[config.mk]
export PLATFORM = sky130hd
export DESIGN_NAME = dcudc_top
export DESIGN_NICKNAME = d
export VERILOG_FILES = /design/src/dcudc_pkg.sv /design/src/dcudc_pin_if.sv /design/src/dcudc_sync.sv /design/src/dcudc_top.sv
export SDC_FILE = /design/constraint.sdc
export NUM_CORES = 1
export LEC_CHECK = 0
export ABC_CLOCK_PERIOD_IN_PS = 1620
export BUFFER_PORTS_ARGS = -buffer_cell sky130_fd_sc_hd__buf_2
export CORE_MARGIN = 3
export CORE_UTILIZATION = 30
export DETAILED_ROUTE_END_ITERATION = 12
export GPL_ROUTABILITY_DRIVEN = 0
export PLACE_DENSITY_LB_ADDON = 0.1
export SYNTH_ARGS = -nofsm -noshare
export SYNTH_HDL_FRONTEND = slang
export SYNTH_SLANG_ARGS = --single-unit
export TNS_END_PERCENT = 10
[constraint.sdc]
create_clock -name CLK -period 1.62 [get_ports CLK]
set_input_delay 0.081 -clock CLK [delete_from_list [all_inputs] [get_ports CLK]]
set_output_delay 0.081 -clock CLK [all_outputs]
set_load 0.01 [all_outputs]
[src/dcudc_pkg.sv]
// Purpose: Shared constants, state types and count helpers for the dual clock up/down counter.
// Assumes: A four-bit count; every counter pin is sampled on CLK through a two-stage synchroniser.
// Notes: The synchroniser bus packs the five pin groups at the positions named below.
package dcudc_pkg;

  localparam int COUNT_W = 4;
  localparam logic [COUNT_W-1:0] DECADE_MAX = 4'h9;
  localparam logic [COUNT_W-1:0] BINARY_MAX = 4'hf;
  localparam logic [COUNT_W-1:0] COUNT_ZERO = 4'h0;
  localparam logic [COUNT_W-1:0] COUNT_ONE = 4'h1;
  localparam logic [COUNT_W-1:0] COUNT_RESET = 4'h0;

  // Layout of the synchronised pin bus.
  localparam int SYNC_W = 8;
  localparam int POS_UP = 0;
  localparam int POS_DN = 1;
  localparam int POS_LOAD_N = 2;
  localparam int POS_CLEAR = 3;
  localparam int POS_DATA = 4;
  // Idle pins: both count clocks high, load released, clear released, data zero.
  localparam logic [SYNC_W-1:0] SYNC_RESET = 8'h07;

  // Edges from a pin change to the count and terminal outputs following it.
  localparam int PIN_TO_OUT_EDGES = 3;

  typedef struct packed {
    logic [SYNC_W-1:0] meta;
    logic [SYNC_W-1:0] stable;
  } dcudc_sync_t;

  typedef struct packed {
    logic [COUNT_W-1:0] count;
    logic up_prev;
    logic dn_prev;
    logic carry_n;
    logic borrow_n;
  } dcudc_state_t;

  localparam dcudc_state_t STATE_RESET = '{count: COUNT_RESET, up_prev: 1'b1, dn_prev: 1'b1,
                                           carry_n: 1'b1, borrow_n: 1'b1};

  // Decade parts decode bits 0 and 3 only; binary parts need all four bits high.
  function automatic logic dcudc_is_max(input logic [COUNT_W-1:0] count, input logic decade);
    if (decade) begin
      return count[0] & count[3];
    end
    return &count;
  endfunction : dcudc_is_max

  function automatic logic [COUNT_W-1:0] dcudc_step_up(input logic [COUNT_W-1:0] count,
                                                       input logic decade);
    if (dcudc_is_max(count, decade)) begin
      return COUNT_ZERO;
    end
    return count + COUNT_ONE;
  endfunction : dcudc_step_up

  function automatic logic [COUNT_W-1:0] dcudc_step_down(input logic [COUNT_W-1:0] count,
                                                         input logic decade);
    if (count == COUNT_ZERO) begin
      return decade ? DECADE_MAX : BINARY_MAX;
    end
    return count - COUNT_ONE;
  endfunction : dcudc_step_down

endpackage : dcudc_pkg

[src/dcudc_pin_if.sv]
// Purpose: Carries the synchronised counter pins from the synchroniser to the counter core.
// Assumes: All members are already in the CLK domain.
// Notes: The synchroniser drives, the core only reads.
`timescale 1ns/100ps
interface dcudc_pin_if;
  logic up_clk;
  logic dn_clk;
  logic load_n;
  logic clear;
  logic [3:0] data;

  modport sync_side (output up_clk, output dn_clk, output load_n, output clear, output data);
  modport core_side (input up_clk, input dn_clk, input load_n, input clear, input data);
endinterface : dcudc_pin_if

[src/dcudc_sync.sv]
// Purpose: Two-stage synchroniser for every counter pin.
// Assumes: Pins are asynchronous to CLK; RST_N is synchronous and active low.
// Notes: The first stage feeds only the second stage.
`timescale 1ns/100ps
module dcudc_sync
  import dcudc_pkg::*;
(
  input wire logic clk,
  input wire logic rst_n,
  input wire logic [SYNC_W-1:0] raw_pins,
  dcudc_pin_if.sync_side pins
);

  dcudc_sync_t sync_reg;
  dcudc_sync_t sync_next;

  always_comb begin
    sync_next = sync_reg;
    sync_next.meta = raw_pins;
    sync_next.stable = sync_reg.meta;
  end

  always_ff @(posedge clk) begin
    if (!rst_n) begin
      sync_reg <= '{meta: SYNC_RESET, stable: SYNC_RESET};
    end else begin
      sync_reg <= sync_next;
    end
  end

  assign pins.up_clk = sync_reg.stable[POS_UP];
  assign pins.dn_clk = sync_reg.stable[POS_DN];
  assign pins.load_n = sync_reg.stable[POS_LOAD_N];
  assign pins.clear = sync_reg.stable[POS_CLEAR];
  assign pins.data = sync_reg.stable[POS_DATA +: COUNT_W];

endmodule : dcudc_sync

[src/dcudc_top.sv]
// Purpose: Dual clock synchronous up/down counter, decade or binary, sampled on CLK.
// Assumes: All counter pins are asynchronous and pass the two-stage synchroniser first.
// Notes: Clock pin edges are detected on the sampled levels, so pin pulses must last
//        at least two CLK periods high and two low to be seen.
`timescale 1ns/100ps

// Function
// - Four-bit count, maximum 9 or 15.
// - Up clock rising edge adds one.
// - Down clock rising edge subtracts one.
// - All count bits update together.
// - No LSB toggle while either clock low.
// - Both terminal outputs rest high.
// - Carry low while at maximum, up low.
// - Borrow low while zero, down low.
// - Terminal outputs decoded from bits and clocks.
// - Terminal outputs can clock next stage.
// - Load low copies preset data, ignoring clocks.
// - Clear high forces count to zero.
// - Clear overrides load and both clocks.
// - First rising edge after release counts.
module dcudc_top
  import dcudc_pkg::*;
#(
  parameter bit DECADE = 1'b0
) (
  input wire logic CLK,
  input wire logic RST_N,
  input wire logic UP_COUNT_CLOCK,
  input wire logic DOWN_COUNT_CLOCK,
  input wire logic ASYNC_LOAD_N,
  input wire logic ASYNC_CLEAR,
  input wire logic [COUNT_W-1:0] PRESET_DATA,
  output logic [COUNT_W-1:0] COUNT_Q,
  output logic CARRY_OUT_N,
  output logic BORROW_OUT_N
);

  // width and maximum
  // Four bits throughout; DECADE picks 9 or 15 as the top of the count.
  dcudc_pin_if pins ();

  dcudc_sync u_sync (
    .clk(CLK),
    .rst_n(RST_N),
    .raw_pins({PRESET_DATA, ASYNC_CLEAR, ASYNC_LOAD_N, DOWN_COUNT_CLOCK, UP_COUNT_CLOCK}),
    .pins(pins.sync_side)
  );

  dcudc_state_t st_reg;
  dcudc_state_t st_next;
  logic up_rise;
  logic dn_rise;
  logic ctrl_idle;

  // Edge detection runs even during clear and load, so a clock held low through them
  // still shows its first rising edge afterwards.
  assign up_rise = !st_reg.up_prev && pins.up_clk;
  assign dn_rise = !st_reg.dn_prev && pins.dn_clk;
  assign ctrl_idle = !pins.clear && pins.load_n;

  always_comb begin
    st_next = st_reg;
    st_next.up_prev = pins.up_clk;
    st_next.dn_prev = pins.dn_clk;
    if (pins.clear) begin
      st_next.count = COUNT_ZERO;
    end else if (!pins.load_n) begin
      st_next.count = pins.data;
    end else if (up_rise && pins.dn_clk && !dn_rise) begin
      st_next.count = dcudc_step_up(st_reg.count, DECADE);
    end else if (dn_rise && pins.up_clk && !up_rise) begin
      st_next.count = dcudc_step_down(st_reg.count, DECADE);
    end
    st_next.carry_n = !(dcudc_is_max(st_next.count, DECADE) && !pins.up_clk);
    st_next.borrow_n = !((st_next.count == COUNT_ZERO) && !pins.dn_clk);
  end

  always_ff @(posedge CLK) begin
    if (!RST_N) begin
      st_reg <= STATE_RESET;
    end else begin
      st_reg <= st_next;
    end
  end

  assign COUNT_Q = st_reg.count;
  assign CARRY_OUT_N = st_reg.carry_n;
  assign BORROW_OUT_N = st_reg.borrow_n;
endmodule : dcudc_top

==> metrics.txt, run 1 <==
status=complete, no violations; worst path bufs/invs=2; max frequency=625.1 MHz; Core ar.=3128 um^2; Final period util=98.75%; max FFs per register=8; Clock Sinks=24; fin. max-slew vios=0; Clk network pwr share=34.4%; Worst setup EP type=flop; Worst slew margin=76.81%; reg-to-reg endpoint=COUNT_Q[1]; Synth area leaders=dfxtp_1 48%, and2_1 8.1%, nand2b_1 5.6%; worst-case hold slack=0.1183 ns; worst path cell trace=inv_4 > ha_4 > and4bb_2 > o21ai_2 > a41oi_2 > buf_4 > and2_1; first-pass GRT wire length=3.670 mm; Critical Path AT=1.81 ns; critical path endpoint=COUNT_Q[1]; CTS buffer count=3; # setup viols final=0; Cell Area, Synth=1005 um^2; Worst R2R Path Depth=7; worst-margin pin slew=0.3472 ns; cell taking the most area after synthesis=dfxtp_1; Crit-path slowest cell=dfxtp_4; Sequential Power Share=52.0%; worst endpoint required time=1.83 ns; critical setup path kind=flop to flop; CP peak stage delay=0.39 ns; most frequent cells in the layout=20 x dfxtp_1, 17 x buf_4, 15 x buf_2; total grt overflow=0; Initial DRC Count=38; R2R Path Start=COUNT_Q[0]; Die Area=4079 um^2; post-route ant nets=0; Critical path origin=COUNT_Q[0]; post-layout utilization of the core=46.12%; commonest non-fill, non-tap cell in the layout=dfxtp_1; peak supply drop=0.4726 mV; Reg clk slew, reported paths=0.12 ns; initial antenna violation count=0; vias=821; P per Cell Area=843.9 nW/um^2; Seq/Total Area, Yosys=47.82%; Crit path depth=7; routed len/inst=11.68 um; routed wire length=2.126 mm; clk_lat worst skew=0.31 ns; # IOs=16; CP Max Fanout=4; Tot GR Track Use=11.31%; fin nets=151; Net Sw Frac=20.88%; setup slack, reg-to-reg=0.02 ns; n_diodes=0; Pint=0.9633 mW; Yosys top cell area share=47.82%; #FFs+latches synth=24; H-tree depth=1; vias in the first global route=810; Yosys cell types=36; RSZ-0062 raised after global routing=yes; CTS tree=built; Final Hold Viols=0; Initial Utilization=32.12%; Synth Net Count=112; top cell family by delay on the critical path=flip-flops; Ys Warns=0; drt drc=0; Max Root-Sink Buffers=2; die extent in x=63.87 um; min-delay worst type=input pin to flop; DP HPWL=1.545 mm; Max Cap Viol=0; share of layout cells above drive strength 1=44.20%; 1st-pass router iterations=4; largest net degree at the start of global routing=23; Area growth syn-to-layout=43.59%; clock skew=0.005287 ns; Tmin final=1.600 ns; Root Buffer=clkbuf_4; synthesized instance count=100; Die H=63.87 um; combinational power share=13.7%; Syn Area/Cell=10.05 um^2; FP Rows=20; port bufs=15; LEAKAGE=0.5995 nW; Critical Path Start Type=flop; switching power of the nets=0.2542 mW; Via-to-Cell Ratio=4.511
[final cells by class]
class	instances	area, um^2
Inverter	4	17.52
Fill cell	316	1685
Timing Repair Buffer	40	282.8
Sequential cell	24	488.0
Multi-Input combinational cell	66	546.8
Clock inverter	1	30.03
Tap cell	44	55.05
Clock buffer	3	22.52
[metrics by stage]
stage                     TNS [ns]  power [mW]  instance area [um^2]  cells  setup WS, ns
after floorplan                  0      0.7192                  1007    100      0.001445
after global routing      -0.08750       1.283                  1443    182      -0.04982
after global placement     -0.1999      0.7721                  1205    167       -0.1614
after CTS                        0       1.220                  1379    180     0.0005461
final                            0       1.218                  1443    182       0.02018
after detailed placement   -0.1672      0.7730                  1205    167       -0.1394
[repair_timing]
item | CTS | global route
setup endpoints to repair | 3 | 5
pin swaps | 3 | 6
setup buffers | 1 | 2
resized for setup | 8 | 12
endpoints found under the hold margin | 8 | 0
hold buffers | 8 | 0
cloned | 0 | 0
[cell families (layout without fill, tap and decap cells)]
family	after synthesis	count (layout)	share of synthesized area, %
buf+inv	10	48	5.230
xor+xnor	1	1	0.8719
fa+ha+maj	2	2	2.490
compound gates	16	16	11.83
simple gates	47	47	31.76
flops	24	24	47.82
[metal layers]
metal / vias to the layer above / global-route usage [%] / part of all wire, %
li1: 426 / - / -
met1: 380 / 14.46 / 46
met2: 13 / 18.06 / 49
met3: 2 / 2.636 / 4.0
met4: 0 / 4.852 / 0.85
met5: - / 0 / 0
[synthesized netlist by cell type]
| cell type | n |
|---|---|
| nor2b_1 | 4 |
| nand3b_1 | 1 |
| nor3b_1 | 1 |
| nand2b_1 | 9 |
| xnor2_1 | 1 |
| a21oi_1 | 2 |
| and4_1 | 1 |
| nand2_1 | 2 |
| a41oi_1 | 2 |
| a31oi_1 | 1 |
| or4_1 | 1 |
| nand3_1 | 2 |
| and2_2 | 1 |
| nand4bb_1 | 1 |
| ha_1 | 2 |
| and3b_2 | 2 |
| and4bb_2 | 1 |
| nand4b_1 | 1 |
| inv_1 | 3 |
| and2_1 | 13 |
| o21bai_1 | 2 |
| o21ai_0 | 4 |
| a32oi_1 | 1 |
| a2111oi_0 | 1 |
| nor3_1 | 1 |
| nor4bb_1 | 1 |
| or4_4 | 1 |
| a32oi_2 | 1 |
| dfxtp_1 | 24 |
| and4b_1 | 1 |
| a211oi_1 | 1 |
| o2111ai_1 | 1 |
| clkbuf_1 | 2 |
| buf_4 | 4 |
| inv_2 | 1 |
| nor2_1 | 3 |
[power groups by stage]
stage,Sequential [mW],Clock (mW),Combinational (mW)
6_report,0.633,0.418,0.166
5_1_grt,0.637,0.463,0.183
4_1_cts,0.633,0.434,0.152
3_5_place_dp,0.646,0,0.127
3_3_place_gp,0.645,0,0.127
2_1_floorplan,0.643,0,0.0757
[how the worst min path moves through the flow]
stage / startpoint / end / cells after the start
2_1_floorplan: RST_N / st_reg[3] / 1
3_3_place_gp: DOWN_COUNT_CLOCK / u_sync.sync_next[1] / 2
3_5_place_dp: ASYNC_LOAD_N / u_sync.sync_next[2] / 2
4_1_cts: RST_N / u_sync.pins.dn_clk / 2
5_1_grt: RST_N / u_sync.pins.up_clk / 2
6_report: RST_N / u_sync.pins.dn_clk / 2
(Power assumes the default switching activity.)
==> inputs of run 2 (changes only) <==
- CORE_MARGIN: 3 -> 4
- CTS_BUF_LIST: not set -> sky130_fd_sc_hd__clkbuf_4 sky130_fd_sc_hd__clkbuf_8
==> metrics.txt, run 2 (same netlist as run 1, synthesis figures left out) <==
dpl cells=168; Initial Utilization=32.12%; Area growth syn-to-layout=42.09%; post-layout utilization of the core=45.64%; port bufs=15; FP Rows=20; clk_lat worst skew=0.31 ns; commonest non-fill, non-tap cell in the layout=dfxtp_1; first-pass GRT wire length=3.760 mm; min-delay worst type=input pin to flop; H-tree depth=1; fin nets=151; Final Hold Viols=0; Die H=65.87 um; status=complete, no violations; Clock Sinks=24; fillers=314; worst path bufs/invs=2; Final period util=99.68%; Reg clk slew, reported paths=0.13 ns; routed wire length=2.291 mm; clock skew=0.006648 ns; # setup viols final=0; vias in the first global route=844; n_diodes=0; P per Cell Area=854.8 nW/um^2; die extent in x=65.87 um; post-route ant nets=0; Core ar.=3128 um^2; Via-to-Cell Ratio=4.720; 1st-pass router iterations=4; initial antenna violation count=0; routed len/inst=12.59 um; total grt overflow=0; CP Max Fanout=3; setup slack, reg-to-reg=0.005 ns; Worst setup EP type=flop; drt drc=0; # IOs=16; critical setup path kind=flop to flop; DP HPWL=1.573 mm; peak supply drop=0.4416 mV; CTS buffer count=3; Max Cap Viol=0; largest net degree at the start of global routing=23; LEAKAGE=0.5897 nW; Tot GR Track Use=11.28%; max FFs per register=8; vias=859; CTS tree=built; Max Root-Sink Buffers=2; worst endpoint required time=1.82 ns; Root Buffer=clkbuf_4; Critical Path Start Type=flop; Initial DRC Count=34; Die Area=4339 um^2; Tmin final=1.615 ns; CP peak stage delay=0.52 ns; worst path cell trace=inv_2 > buf_4 > or4_4 > a21oi_2 > a211oi_2 > nand4b_1; most frequent cells in the layout=20 x dfxtp_1, 17 x buf_4, 15 x buf_2; fin cells=182; RSZ-0062 raised after global routing=yes; max frequency=619.3 MHz; Critical Path AT=1.82 ns; worst-margin pin slew=0.3643 ns; top cell family by delay on the critical path=simple AND/OR/NAND/NOR gates; Worst slew margin=75.66%; share of layout cells above drive strength 1=43.48%; fin. max-slew vios=0; Crit-path slowest cell=or4_4
run 2: area by class of cell:
cell class	count	area [um^2]	share of cell area [%]
sequential	24	485.5	34.01
clock inverter	1	30.03	2.103
inverter	4	15.01	1.052
multi-input combinational	66	536.8	37.60
timing repair buffer	40	282.8	19.81
tap	44	55.05	3.856
clock buffer	3	22.52	1.578
run 2: worst paths after layout:
| path | depth (start not counted) | from | to |
|---|---|---|---|
| max reg2reg | 6 | COUNT_Q[1] | CARRY_OUT_N |
| min | 2 | RST_N | u_sync.sync_next[0] |
| min reg2reg | 1 | u_sync.sync_next[0] | u_sync.pins.up_clk |
| max | 6 | COUNT_Q[1] | CARRY_OUT_N |
run 2: report_power, final:
group	total, mW	internal [mW]	switching (mW)	leakage, nW
Clock	0.420	0.250	0.170	0.0279
Sequential	0.634	0.617	0.0177	0.198
Combinational	0.166	0.0968	0.0693	0.364
Total	1.22	0.963	0.257	0.590
run 2: worst reg2reg max path, delay by kind of cell, from the launching register on:
family | cells | cell delay (ns)
flip-flops | 1 | 0.38
buffers and inverters | 2 | 0.18
AND/OR/NAND/NOR | 2 | 0.71
AO/OA/AOI/OAI | 2 | 0.24
run 2: what timing repair did:
item,CTS,global route
resized for setup,7,10
hold buffers,8,0
setup endpoints to repair,4,5
hold endpoints to repair,8,0
buffers inserted,2,0
pin swaps,3,2
run 2: per-layer routing:
| metal | track usage [%] | vias up | part of all wire (%) |
|---|---|---|---|
| met4 | 4.404 | 0 | 1.6 |
| li1 | - | 422 | - |
| met1 | 12.95 | 419 | 42 |
| met3 | 2.381 | 4 | 3.1 |
| met2 | 20.15 | 14 | 53 |
| met5 | 0 | - | 0 |
run 2: metrics by stage:
stage	setup WS [ns]	total power, mW	instance area, um^2	setup TNS (ns)	hold slack, ns
after floorplan	0.001445	0.7192	1007	0	0.1760
after global placement	-0.1563	0.7725	1212	-0.1922	0.2622
after detailed placement	-0.1510	0.7740	1212	-0.1761	0.2651
after CTS	-0.02591	1.225	1393	-0.02591	0.1126
after global routing	-0.08597	1.292	1428	-0.1931	0.1375
final	0.005235	1.220	1428	0	0.1146
